**config.mk**
```make
export PLATFORM = sky130hd
export DESIGN_NAME = ddrcm_top
export DESIGN_NICKNAME = d
export VERILOG_FILES = /design/src/rtl/ddrcm_pkg.sv /design/src/rtl/ddrcm_top.sv /design/src/rtl/ddrcm_fifo.sv
export SDC_FILE = /design/constraint.sdc
export NUM_CORES = 1
export LEC_CHECK = 0
export ABC_AREA = 1
export BUFFER_PORTS_ARGS = -buffer_cell sky130_fd_sc_hd__buf_2
export CELL_PAD_IN_SITES_DETAIL_PLACEMENT = 1
export CELL_PAD_IN_SITES_GLOBAL_PLACEMENT = 1
export CORE_ASPECT_RATIO = 0.7
export CORE_MARGIN = 1
export CORE_UTILIZATION = 30
export DETAILED_ROUTE_END_ITERATION = 7
export PLACE_DENSITY = 0.62
export SYNTH_ARGS = -nofsm -noshare
export SYNTH_HDL_FRONTEND = slang
export SYNTH_SLANG_ARGS = --single-unit
```
**constraint.sdc**
```tcl
create_clock -name clk_in -period 5.8 [get_ports clk_in]
set_input_delay 1.16 -clock clk_in [delete_from_list [all_inputs] [get_ports clk_in]]
set_output_delay 1.16 -clock clk_in [all_outputs]
set_load 0.02 [all_outputs]
```
**src/rtl/ddrcm_pkg.sv**
```systemverilog
// constants for the ddr2 command and mode decode block
// assumes a 10 mhz core clock and one x8 device slice
package ddrcm_pkg;
    // =====================================
    // clock and timing
    localparam int CLK_MHZ = 10; // core clock rate
    localparam int PRECHARGE_PERIOD_NS = 15; // least precharge period
    // least time, rounded up, never below one cycle
    localparam int PRE_CYC_RAW = (PRECHARGE_PERIOD_NS * CLK_MHZ + 999) / 1000;
    localparam int PRE_CYC = (PRE_CYC_RAW < 1) ? 1 : PRE_CYC_RAW;
    // =====================================
    // widths
    localparam int BANKS = 8; // bank count
    localparam int BA_W = 3; // bank address width
    localparam int ADDR_W = 14; // address bus width
    localparam int DATA_W = 8; // data byte width
    localparam int FIFO_DEPTH = 16; // write data buffer words
    localparam int MODE_W = 13; // writable mode bits
    localparam int AL_STAGES = 8; // posted latency pipe depth
    // =====================================
    // main mode register fields
    localparam int BL_LSB = 0; // burst_length_field low bit
    localparam int ORDER_BIT = 3; // burst_order_bit
    localparam int CL_LSB = 4; // read_latency_field low bit
    localparam int DLL_RST_BIT = 8; // dll_reset_bit
    localparam int AP_BIT = 10; // auto precharge address bit
    localparam logic [2:0] BL_FOUR = 3'h2; // burst_len 4 code
    localparam logic [2:0] BL_EIGHT = 3'h3; // burst_len 8 code
    localparam logic [12:0] MODE_RST = 13'h0032; // length four, latency three
    localparam logic [2:0] MAIN_MR_SEL = 3'h0; // bank code of main_mode_register
    // =====================================
    // types
    typedef enum logic [2:0] {BK_IDLE, BK_ACT, BK_RD, BK_WR, BK_PRE} ddrcm_bank_e;
    typedef enum logic [2:0] {C_NOP, C_ACT, C_RD, C_WR, C_PRE, C_MODE, C_REF} ddrcm_cmd_e;
endpackage

```
**src/rtl/ddrcm_top.sv**
```systemverilog
// command decode, bank tracking and mode register of a ddr2 device
// assumes command pins already registered to clk_in; tiny array model
`timescale 1ns/1ps
// How it works
// - chip select high ignores new commands
// - nop registers nothing, work continues
// - bank bits pick mode register, address loads
// - activate opens row until precharged
// - column command gives bank, column, a10
// - auto precharge closes row after burst
// - column commands delayed by additive latency
// - masked write bytes leave array unchanged
// - precharge one or all banks, wait
// - precharge accepted anytime, timer restarts
// - other banks usable during auto precharge
// - refresh rows come from internal counter
// - refresh with clock enable low self-refreshes
// - dll off in self refresh, on after
// - mode kept; dll reset bit self-clears
// - burst length four or eight, both directions
// - burst wraps inside aligned column block
// - order bit picks sequential or interleaved
// - read latency field sets data delay
// - control pins decode to commands
module ddrcm_top (
    input wire logic clk_in,
    input wire logic nrst_in,
    input wire logic cke_in,
    input wire logic cs_n_in,
    input wire logic ras_n_in,
    input wire logic cas_n_in,
    input wire logic we_n_in,
    input wire logic [2:0] ba_in,
    input wire logic [13:0] addr_in,
    input wire logic [2:0] posted_additive_latency_in,
    input wire logic wvalid_in,
    input wire logic [7:0] wdata_in,
    input wire logic wdm_in,
    output logic wready_out,
    output logic rvalid_out,
    output logic [7:0] rdata_out,
    output logic [12:0] main_mode_register_out,
    output logic dll_on_out,
    output logic self_refresh_out,
    output logic refresh_out,
    output logic [13:0] refresh_row_out,
    output logic cmd_reject_out
);
    // =====================================
    // decode
    ddrcm_pkg::ddrcm_cmd_e cmd; // decoded command
    ddrcm_pkg::ddrcm_bank_e bank_st_reg [8]; // per bank state
    logic [3:0] bank_tmr_reg [8]; // precharge period count
    logic [13:0] bank_row_reg [8]; // open row per bank
    logic [12:0] mode_reg; // main_mode_register
    logic sel, all_idle, legal, sr_entry;
    assign sel = !cs_n_in & cke_in & !self_refresh_out;
    always_comb begin
        case ({ras_n_in, cas_n_in, we_n_in})
            3'b011: cmd = ddrcm_pkg::C_ACT;
            3'b101: cmd = ddrcm_pkg::C_RD;
            3'b100: cmd = ddrcm_pkg::C_WR;
            3'b010: cmd = ddrcm_pkg::C_PRE;
            3'b000: cmd = ddrcm_pkg::C_MODE;
            3'b001: cmd = ddrcm_pkg::C_REF;
            default: cmd = ddrcm_pkg::C_NOP;
        endcase
    end
    // burst engine state, declared early for idle check
    logic busy_reg, bwr_reg, bap_reg;
    logic [2:0] bba_reg, bcol_reg, beat_reg, lat_reg;
    always_comb begin
        all_idle = !busy_reg;
        for (int b = 0; b < 8; b++) begin
            if (bank_st_reg[b] != ddrcm_pkg::BK_IDLE) all_idle = 1'b0;
        end
    end
    // legality against addressed bank state; mode and refresh need all banks idle
    always_comb begin
        case (cmd)
            ddrcm_pkg::C_ACT: legal = (bank_st_reg[ba_in] == ddrcm_pkg::BK_IDLE);
            ddrcm_pkg::C_RD, ddrcm_pkg::C_WR: legal = (bank_st_reg[ba_in] inside
                {ddrcm_pkg::BK_ACT, ddrcm_pkg::BK_RD, ddrcm_pkg::BK_WR}); // per bank
            ddrcm_pkg::C_MODE, ddrcm_pkg::C_REF: legal = all_idle;
            default: legal = 1'b1; // precharge and nop always taken
        endcase
    end
    // refresh pattern with clock enable low enters self refresh
    assign sr_entry = !cs_n_in & !cke_in & !self_refresh_out & (cmd == ddrcm_pkg::C_REF)
        & all_idle;
    // =====================================
    // posted additive latency pipe; stage 0 issues to the engine
    logic pv_reg [8];
    logic pw_reg [8];
    logic pap_reg [8];
    logic [2:0] pba_reg [8];
    logic [2:0] pcol_reg [8];
    logic col_take;
    assign col_take = sel & legal & (cmd inside {ddrcm_pkg::C_RD, ddrcm_pkg::C_WR});
    // later stage slides down each cycle; a new command lands at the chosen depth
    always_ff @(posedge clk_in or negedge nrst_in) begin
        if (!nrst_in) begin
            for (int i = 0; i < 8; i++) begin
                pv_reg[i] <= 1'b0;
                pw_reg[i] <= 1'b0;
                pap_reg[i] <= 1'b0;
                pba_reg[i] <= 3'h0;
                pcol_reg[i] <= 3'h0;
            end
        end else begin
            for (int i = 0; i < 7; i++) begin
                pv_reg[i] <= pv_reg[i+1];
                pw_reg[i] <= pw_reg[i+1];
                pap_reg[i] <= pap_reg[i+1];
                pba_reg[i] <= pba_reg[i+1];
                pcol_reg[i] <= pcol_reg[i+1];
            end
            pv_reg[7] <= 1'b0;
            if (col_take) begin
                pv_reg[posted_additive_latency_in] <= 1'b1;
                pw_reg[posted_additive_latency_in] <= (cmd == ddrcm_pkg::C_WR);
                pap_reg[posted_additive_latency_in] <= addr_in[ddrcm_pkg::AP_BIT];
                pba_reg[posted_additive_latency_in] <= ba_in;
                pcol_reg[posted_additive_latency_in] <= addr_in[2:0];
            end
        end
    end
    // =====================================
    // burst engine; only the low column bits are modelled
    logic bl8, il, beat_go, last;
    logic [2:0] ccol;
    logic [8:0] fdata;
    logic fvalid;
    assign bl8 = (mode_reg[ddrcm_pkg::BL_LSB +: 3] == ddrcm_pkg::BL_EIGHT);
    assign il = mode_reg[ddrcm_pkg::ORDER_BIT];
    // beat column inside the aligned block
    function automatic logic [2:0] bcol(input logic [2:0] s, input logic [2:0] i,
        input logic b8, input logic inter);
        logic [2:0] r;
        r = inter ? (s ^ i) : {s[2] ^ i[2], s[1:0] + i[1:0]};
        if (!b8) r[2] = s[2]; // block picked by upper bits
        return r;
    endfunction
    assign ccol = bcol(bcol_reg, beat_reg, bl8, il);
    // writes stall on an empty buffer, reads wait out the latency
    assign beat_go = busy_reg & (bwr_reg ? fvalid : (lat_reg == 3'h0));
    assign last = (beat_reg == (bl8 ? 3'h7 : 3'h3));
    always_ff @(posedge clk_in or negedge nrst_in) begin
        if (!nrst_in) begin
            busy_reg <= 1'b0;
            bwr_reg <= 1'b0;
            bap_reg <= 1'b0;
            bba_reg <= 3'h0;
            bcol_reg <= 3'h0;
            beat_reg <= 3'h0;
            lat_reg <= 3'h0;
        end else if (pv_reg[0]) begin // new burst replaces the old one
            busy_reg <= 1'b1;
            bwr_reg <= pw_reg[0];
            bap_reg <= pap_reg[0];
            bba_reg <= pba_reg[0];
            bcol_reg <= pcol_reg[0];
            beat_reg <= 3'h0;
            // engine load and output flop each cost a clock, hence latency minus two
            lat_reg <= pw_reg[0] ? 3'h0 : mode_reg[ddrcm_pkg::CL_LSB +: 3] - 3'h2;
        end else if (busy_reg) begin
            if (!bwr_reg && lat_reg != 3'h0) lat_reg <= lat_reg - 3'h1;
            if (beat_go) begin
                beat_reg <= beat_reg + 3'h1;
                if (last) busy_reg <= 1'b0;
            end
        end
    end
    // =====================================
    // write buffer and array
    ddrcm_fifo #(.W(9), .D(ddrcm_pkg::FIFO_DEPTH)) u_wbuf (
        .clk_in(clk_in),
        .nrst_in(nrst_in),
        .in_valid_in(wvalid_in),
        .in_data_in({wdm_in, wdata_in}),
        .in_ready_out(wready_out),
        .out_valid_out(fvalid),
        .out_data_out(fdata),
        .out_ready_in(busy_reg & bwr_reg & !pv_reg[0])
    );
    logic [7:0] mem [64]; // byte per bank and low column
    logic wr_en;
    assign wr_en = beat_go & bwr_reg & !pv_reg[0] & !fdata[8];
    // array keeps its data over mode loads, so no reset
    always_ff @(posedge clk_in) begin
        if (wr_en) mem[{bba_reg, ccol}] <= fdata[7:0];
    end
    // read data leaves as one beat per cycle
    always_ff @(posedge clk_in or negedge nrst_in) begin
        if (!nrst_in) begin
            rvalid_out <= 1'b0;
            rdata_out <= 8'h00;
        end else begin
            rvalid_out <= beat_go & !bwr_reg & !pv_reg[0];
            rdata_out <= mem[{bba_reg, ccol}];
        end
    end
    // =====================================
    // bank states
    logic bend;
    assign bend = beat_go & last & !pv_reg[0];
    always_ff @(posedge clk_in or negedge nrst_in) begin
        if (!nrst_in) begin
            for (int b = 0; b < 8; b++) begin
                bank_st_reg[b] <= ddrcm_pkg::BK_IDLE;
                bank_tmr_reg[b] <= 4'h0;
                bank_row_reg[b] <= 14'h0000;
            end
        end else begin
            for (int b = 0; b < 8; b++) begin
                if (bank_st_reg[b] == ddrcm_pkg::BK_PRE) begin
                    if (bank_tmr_reg[b] <= 4'h1) bank_st_reg[b] <= ddrcm_pkg::BK_IDLE;
                    else bank_tmr_reg[b] <= bank_tmr_reg[b] - 4'h1;
                end
            end
            if (pv_reg[0]) begin // burst starts at issue
                bank_st_reg[pba_reg[0]] <= pw_reg[0] ? ddrcm_pkg::BK_WR : ddrcm_pkg::BK_RD;
            end else if (bend) begin
                if (bap_reg) begin // close row after burst
                    bank_st_reg[bba_reg] <= ddrcm_pkg::BK_PRE;
                    bank_tmr_reg[bba_reg] <= 4'(ddrcm_pkg::PRE_CYC);
                end else begin
                    bank_st_reg[bba_reg] <= ddrcm_pkg::BK_ACT;
                end
            end
            if (sel && legal && cmd == ddrcm_pkg::C_ACT) begin
                bank_st_reg[ba_in] <= ddrcm_pkg::BK_ACT;
                bank_row_reg[ba_in] <= addr_in;
            end
            if (sel && cmd == ddrcm_pkg::C_PRE) begin // timer from latest
                for (int b = 0; b < 8; b++) begin
                    if (addr_in[ddrcm_pkg::AP_BIT] || ba_in == 3'(b)) begin
                        bank_st_reg[b] <= ddrcm_pkg::BK_PRE;
                        bank_tmr_reg[b] <= 4'(ddrcm_pkg::PRE_CYC);
                    end
                end
            end
        end
    end
    // =====================================
    // mode register, refresh, self refresh, reject flag
    always_ff @(posedge clk_in or negedge nrst_in) begin
        if (!nrst_in) begin
            mode_reg <= ddrcm_pkg::MODE_RST;
        end else if (sel && legal && cmd == ddrcm_pkg::C_MODE
            && ba_in == ddrcm_pkg::MAIN_MR_SEL) begin
            mode_reg <= addr_in[12:0];
        end else begin
            mode_reg[ddrcm_pkg::DLL_RST_BIT] <= 1'b0; // self-clearing
        end
    end
    assign main_mode_register_out = mode_reg;
    always_ff @(posedge clk_in or negedge nrst_in) begin
        if (!nrst_in) begin
            refresh_out <= 1'b0;
            refresh_row_out <= 14'h0000;
            self_refresh_out <= 1'b0;
            dll_on_out <= 1'b1;
            cmd_reject_out <= 1'b0;
        end else begin
            refresh_out <= sel & legal & (cmd == ddrcm_pkg::C_REF);
            if (sel && legal && cmd == ddrcm_pkg::C_REF) begin
                refresh_row_out <= refresh_row_out + 14'h0001;
            end
            if (sr_entry) begin
                self_refresh_out <= 1'b1;
                dll_on_out <= 1'b0;
            end else if (self_refresh_out && cke_in) begin
                self_refresh_out <= 1'b0;
                dll_on_out <= 1'b1;
            end
            cmd_reject_out <= sel & !legal;
        end
    end
    // =====================================
    // checks
    property p_desel;
        @(posedge clk_in) disable iff (!nrst_in) cs_n_in |=> !refresh_out && !cmd_reject_out;
    endproperty
    a_desel: assert property (p_desel) else $error("deselect took a command");
    property p_nop;
        @(posedge clk_in) disable iff (!nrst_in)
            sel && cmd == ddrcm_pkg::C_NOP |=> $stable(refresh_row_out) && !cmd_reject_out;
    endproperty
    a_nop: assert property (p_nop) else $error("nop changed state");
    property p_mload;
        @(posedge clk_in) disable iff (!nrst_in)
            sel && legal && cmd == ddrcm_pkg::C_MODE && ba_in == 3'h0
            |=> mode_reg[7:0] == $past(addr_in[7:0]);
    endproperty
    a_mload: assert property (p_mload) else $error("mode load lost");
    property p_dllclr;
        @(posedge clk_in) disable iff (!nrst_in) mode_reg[8] |=> !mode_reg[8];
    endproperty
    a_dllclr: assert property (p_dllclr) else $error("dll reset bit stuck");
    property p_sref;
        @(posedge clk_in) disable iff (!nrst_in)
            sr_entry |=> self_refresh_out && !dll_on_out ##1 !refresh_out;
    endproperty
    a_sref: assert property (p_sref) else $error("self refresh entry wrong");
    property p_refrow;
        @(posedge clk_in) disable iff (!nrst_in)
            sel && legal && cmd == ddrcm_pkg::C_REF
            |=> refresh_row_out == $past(refresh_row_out) + 14'h0001;
    endproperty
    a_refrow: assert property (p_refrow) else $error("refresh row not advanced");
    property p_mask;
        @(posedge clk_in) disable iff (!nrst_in)
            beat_go && bwr_reg && !pv_reg[0] && fdata[8]
            |=> mem[$past({bba_reg, ccol})] == $past(mem[{bba_reg, ccol}]);
    endproperty
    a_mask: assert property (p_mask) else $error("masked byte written");
    property p_pre;
        @(posedge clk_in) disable iff (!nrst_in)
            sel && cmd == ddrcm_pkg::C_PRE |=> bank_st_reg[$past(ba_in)] == ddrcm_pkg::BK_PRE;
    endproperty
    a_pre: assert property (p_pre) else $error("precharge not taken");
endmodule

```
**src/rtl/ddrcm_fifo.sv**
```systemverilog
// write data buffer with valid and ready on both sides
// assumes depth is a power of two
`timescale 1ns/1ps
module ddrcm_fifo #(
    parameter int W = 9,
    parameter int D = 16
) (
    input wire logic clk_in,
    input wire logic nrst_in,
    input wire logic in_valid_in,
    input wire logic [W-1:0] in_data_in,
    output logic in_ready_out,
    output logic out_valid_out,
    output logic [W-1:0] out_data_out,
    input wire logic out_ready_in
);
    localparam int AW = $clog2(D);
    logic [W-1:0] mem [D]; // storage
    logic [AW-1:0] wr_ptr_reg, rd_ptr_reg; // wrap naturally
    logic [AW:0] cnt_reg, cnt_next; // fill level
    logic push, pop;
    assign push = in_valid_in & in_ready_out;
    assign pop = out_valid_out & out_ready_in;
    assign out_valid_out = (cnt_reg != '0);
    assign out_data_out = mem[rd_ptr_reg];
    assign cnt_next = cnt_reg + (AW+1)'(push) - (AW+1)'(pop);
    // =====================================
    // pointers and level; ready is a flop so full is honest
    always_ff @(posedge clk_in or negedge nrst_in) begin
        if (!nrst_in) begin
            wr_ptr_reg <= '0;
            rd_ptr_reg <= '0;
            cnt_reg <= '0;
            in_ready_out <= 1'b0;
        end else begin
            if (push) wr_ptr_reg <= wr_ptr_reg + 1'b1;
            if (pop) rd_ptr_reg <= rd_ptr_reg + 1'b1;
            cnt_reg <= cnt_next;
            in_ready_out <= (cnt_next != (AW+1)'(D));
        end
    end
    // storage, no reset needed
    always_ff @(posedge clk_in) begin
        if (push) mem[wr_ptr_reg] <= in_data_in;
    end
endmodule

```
==> results summary <==
Data arrives at the worst endpoint at ~4200 ps. The number of H-tree branching levels came out at 3. The max capacitance violation total is 0.

In this run the critical register-to-register path is captured at mem[31][0]. The power share of the clock group came out at 26.3%. The number of nets in the synthesized netlist is roughly 3600. The area of the core region came out at 0.122 mm². The count of instances resized after the clock tree is built is 0.

The total vias in the final route came out at 25300. The number of sinks handled by clock tree synthesis is 853. The worst path uses 66.2% of the clock period. The register with the most flip-flops in the layout has 512 of them. The first-pass GRT wire length came out at 158 mm. For this run, the post-layout net count is 3670.

The CTS root buffer is sky130_fd_sc_hd__clkbuf_16. The depth of the worst register-to-register path came out at 4. The detail route stage leaves a number of antenna-violating nets equal to 0. For this run, design rule violations remaining after detail routing come to 0. The Yosys step of the flow raised 0 warnings. The switching share of power is 40.1%. The worst slew margin relative to its limit is 21.1%. The number of antenna violations at the first check in global routing came out at 5. For this run the aggregate overflow at the end of global routing stands at 0.

The vias per cell came out at 4.77. For this run, the detailed router's first-pass iteration total came to 5. The largest vdd supply drop is 495 µV.

The worst setup path is launched from a flip-flop. The average routed wire per standard cell is 19.3 µm. Entering global routing, the biggest net connects around 180 pins. The maximum buffer depth of the clock tree is 3. Setup repair after global routing left no endpoint under its margin. The share of synthesized area occupied by flip-flops and latches came out at 66.1%. Measured along the x axis, the die boundary spans between 400 and 500 µm. TritonCTS built the clock tree. The number of setup buffers added after CTS is 0. The clock slew at the register clock pins of the worst setup and hold paths came out at 60 ps. The row count came out at 107. The last weighted congestion value of the routability-driven placer came out at 0.786. The number of fill cells came out at 13700.

The peak clock frequency supported by timing came out at approximately 260 MHz. The first-iteration detailed-routing DRC count came out at 1599. For the final routed database, the setup TNS stands at 0 ps. The post-synth design cell area came out at between 0.03 and 0.04 mm².

The startpoint identified for the worst register-to-register timing path is beat_reg[0]. The wire-length estimate of the detail-placed layout is 65.1 mm. The initial core utilization is a little under a third.

In this run the worst path has a maximum fanout of 51. In this run the static leakage power is 0.0169 µW. The die height came out at 297 µm. In this design, the stage delay of the slowest critical-path cell is 950 ps. Relative to the synthesized area, the layout overhead comes to 14.2%.

OpenSTA, run right after detailed placement, puts the worst setup slack at ~1500 ps. The source-to-sink clock delay at the later pin of the worst-skew pair is approximately 720 ps. The critical path capture point type is a flip-flop. Setup violations remaining at the end of the flow were counted as 0. The count of hold buffers inserted by post-cts repair came out at 0. The slowest cell on the critical path is sky130_fd_sc_hd__nor2_1. The power density over the cells came out at about 540 mW/mm². The required time of the critical path came out at 6120 ps.

The number of global-route vias before repair is ~26000. Yosys mapped the design onto slightly above 40 distinct sky130hd cell types. The register-to-register setup slack is between 1500 and 2000 ps. TritonCTS created 91 clock buffers.

The total count of max-transition violations in the final report was 0. For this run, the leading register cell type out of synthesis is sky130_fd_sc_hd__edfxtp_1. The run finished with clean final reports.

The floorplan die area is 0.126 mm². At the pin with the least slew margin, the transition time is 1180 ps. The critical path class is flip-flop to flip-flop. The final worst-path setup slack is 1960 ps. The area share of the leading cell type in the synthesized netlist came out at 52.9%. Cells with a size suffix above 1 make up 7.65% of the layout. Of all cell types, the one taking the most synthesized area is sky130_fd_sc_hd__edfxtp_1. Counting every instance in the synthesized netlist gives ~3600. Traced cell by cell, the critical path runs through ha_4 -> buf_4 -> nand2_1 -> nor2_1. The part of the power in registers is about 37%.

Wires add up to 103 mm. Sorting the synthesized cells by area gives the leading types as sky130_fd_sc_hd__edfxtp_1 53%, sky130_fd_sc_hd__dfrtp_1 13%, sky130_fd_sc_hd__nand2_1 13%, sky130_fd_sc_hd__o21ai_0 4.3%, sky130_fd_sc_hd__mux2i_1 4.0%. The combinational power share is 36.9%.

The overall global routing resource usage is ~16%. The count of final hold-check violations came out at 0. The number of antenna diodes is 0. The flip-flop and latch count after synthesis came out at between 800 and 900. The shortest clock period the worst path allows after layout came out at slightly below 4000 ps. The switching power is 9240 µW. The design internal power is between 10000 and 15000 µW.

In this run the worst hold path is classified as input pin to asynchronous set/reset pin. After synthesis, the share of flip-flops with an asynchronous set or reset is 23.1%. Across the routed clock network, the largest skew measured is 59.8 ps. The mean instance size in the synthesized netlist came out at 10.5 µm². The number of top-level pins is roughly 80.

The final core area utilization came out at between 30% and 40%. Input and output buffers added on the ports amount to 76. The number of enable-type register cells in the synthesized netlist came out at 656.
power by group through the flow:
stage | registers, µW | logic [µW] | clock network [µW]
after CTS | 8500 | 8610 | 6220
final | 8490 | 8500 | 6060
after global routing | 8540 | 9430 | 6430
after detailed placement | 8620 | 8550 | 0
after global placement | 8600 | 8390 | 0
after floorplan | 8630 | 5170 | 0
routing by layer:
metal  part of all wire (%)  track usage [%]  wire [µm]  vias up
met4                    1.7             3.36       1760        8
met1                     51             24.4      52000    12700
met2                     43             24.0      43800      423
li1                       -                -          -    12100
met3                    4.8             3.43       4940      130
met5                  0.053                0         54        -
area by class of cell:
type	count	area [µm²]	share of cell area (%)
Tap cell	1635	2050	4.81
Sequential cell	853	24600	57.9
Inverter	211	795	1.87
Clock buffer	112	2380	5.58
Multi-Input combinational cell	2327	11200	26.3
Timing Repair Buffer	116	753	1.77
Clock inverter	56	728	1.71
worst max path at each step:
stage / start / end / slack, ps
after floorplan: u_wbuf.cnt_reg[2] / u_wbuf.in_ready_out / 3150
after global placement: ba_in[2] / main_mode_register_out[7] / 1490
after detailed placement: ba_in[2] / main_mode_register_out[11] / 1470
after CTS: main_mode_register_out[2] / mem[29][4] / 1890
after global routing: main_mode_register_out[0] / mem[29][4] / 1720
final: beat_reg[0] / mem[31][0] / 1960
cell families (layout without fill, tap and decap cells):
group,after synthesis,after routing,share of synthesized area [%]
AND/OR/NAND/NOR,1661,1661,17.4
flip-flops,853,853,66.1
AO/OA/AOI/OAI,449,449,6.58
buffers and inverters,370,495,3.95
multiplexers,150,150,4.03
XOR/XNOR,34,34,0.800
adder cells (fa/ha/maj),33,33,1.13
stage by stage:
stage | area, µm² | hold slack, ps | power, µW | instances
after floorplan | 37200 | 409 | 13800 | 3550
after CTS | 42500 | 344 | 23300 | 5310
final | 42500 | 366 | 23000 | 5310
after global routing | 42500 | 370 | 24400 | 5310
after detailed placement | 39400 | 428 | 17200 | 5142
after global placement | 39400 | 430 | 17000 | 5142
layout by cell type, fill, tap and decap left out, types with 45 or more instances in the layout:
| cell type | n |
|---|---|
| sky130_fd_sc_hd__nand3_1 | 75 |
| sky130_fd_sc_hd__nor2_1 | 267 |
| sky130_fd_sc_hd__clkbuf_16 | 91 |
| sky130_fd_sc_hd__inv_1 | 205 |
| sky130_fd_sc_hd__buf_2 | 75 |
| sky130_fd_sc_hd__a21oi_1 | 45 |
| sky130_fd_sc_hd__mux2i_1 | 150 |
| sky130_fd_sc_hd__nand2_1 | 1251 |
| sky130_fd_sc_hd__edfxtp_1 | 656 |
| sky130_fd_sc_hd__dfrtp_1 | 191 |
| sky130_fd_sc_hd__o21ai_0 | 321 |
cell usage after synthesis, types with 2 or more instances:
cell                        count
sky130_fd_sc_hd__buf_4          5
sky130_fd_sc_hd__nor3_2         2
sky130_fd_sc_hd__o21ai_0      321
sky130_fd_sc_hd__or2_2          2
sky130_fd_sc_hd__buf_1          7
sky130_fd_sc_hd__nor2_1       267
sky130_fd_sc_hd__nand4_1       16
sky130_fd_sc_hd__o21ai_1       17
sky130_fd_sc_hd__ha_1          32
sky130_fd_sc_hd__nor4_1         9
sky130_fd_sc_hd__o22ai_1        3
sky130_fd_sc_hd__nor2_4         3
sky130_fd_sc_hd__inv_1        206
sky130_fd_sc_hd__nor3_1        24
sky130_fd_sc_hd__dfrtp_1      193
sky130_fd_sc_hd__xnor2_1        6
sky130_fd_sc_hd__o211ai_1      18
sky130_fd_sc_hd__buf_2         51
sky130_fd_sc_hd__xor2_1        28
sky130_fd_sc_hd__inv_2          2
sky130_fd_sc_hd__clkbuf_1      96
sky130_fd_sc_hd__a21oi_1       45
sky130_fd_sc_hd__a211oi_1       2
sky130_fd_sc_hd__o31ai_1        5
sky130_fd_sc_hd__mux2i_1      150
sky130_fd_sc_hd__edfxtp_1     656
sky130_fd_sc_hd__nand2_1     1260
sky130_fd_sc_hd__o221ai_1      23
sky130_fd_sc_hd__dfstp_2        4
sky130_fd_sc_hd__o21bai_1       2
sky130_fd_sc_hd__clkinv_1       3
sky130_fd_sc_hd__o32ai_1        8
sky130_fd_sc_hd__o2111ai_1      2
sky130_fd_sc_hd__nand3_1       75
worst max-delay path: cells and delay by family, from the launching register on:
kind	cells	cell delay, ps
adder cells (fa/ha/maj)	1	850
flip-flops	1	430
buffers and inverters	1	530
AND/OR/NAND/NOR	2	1560
Note: power is estimated with default switching activity, not from simulation.
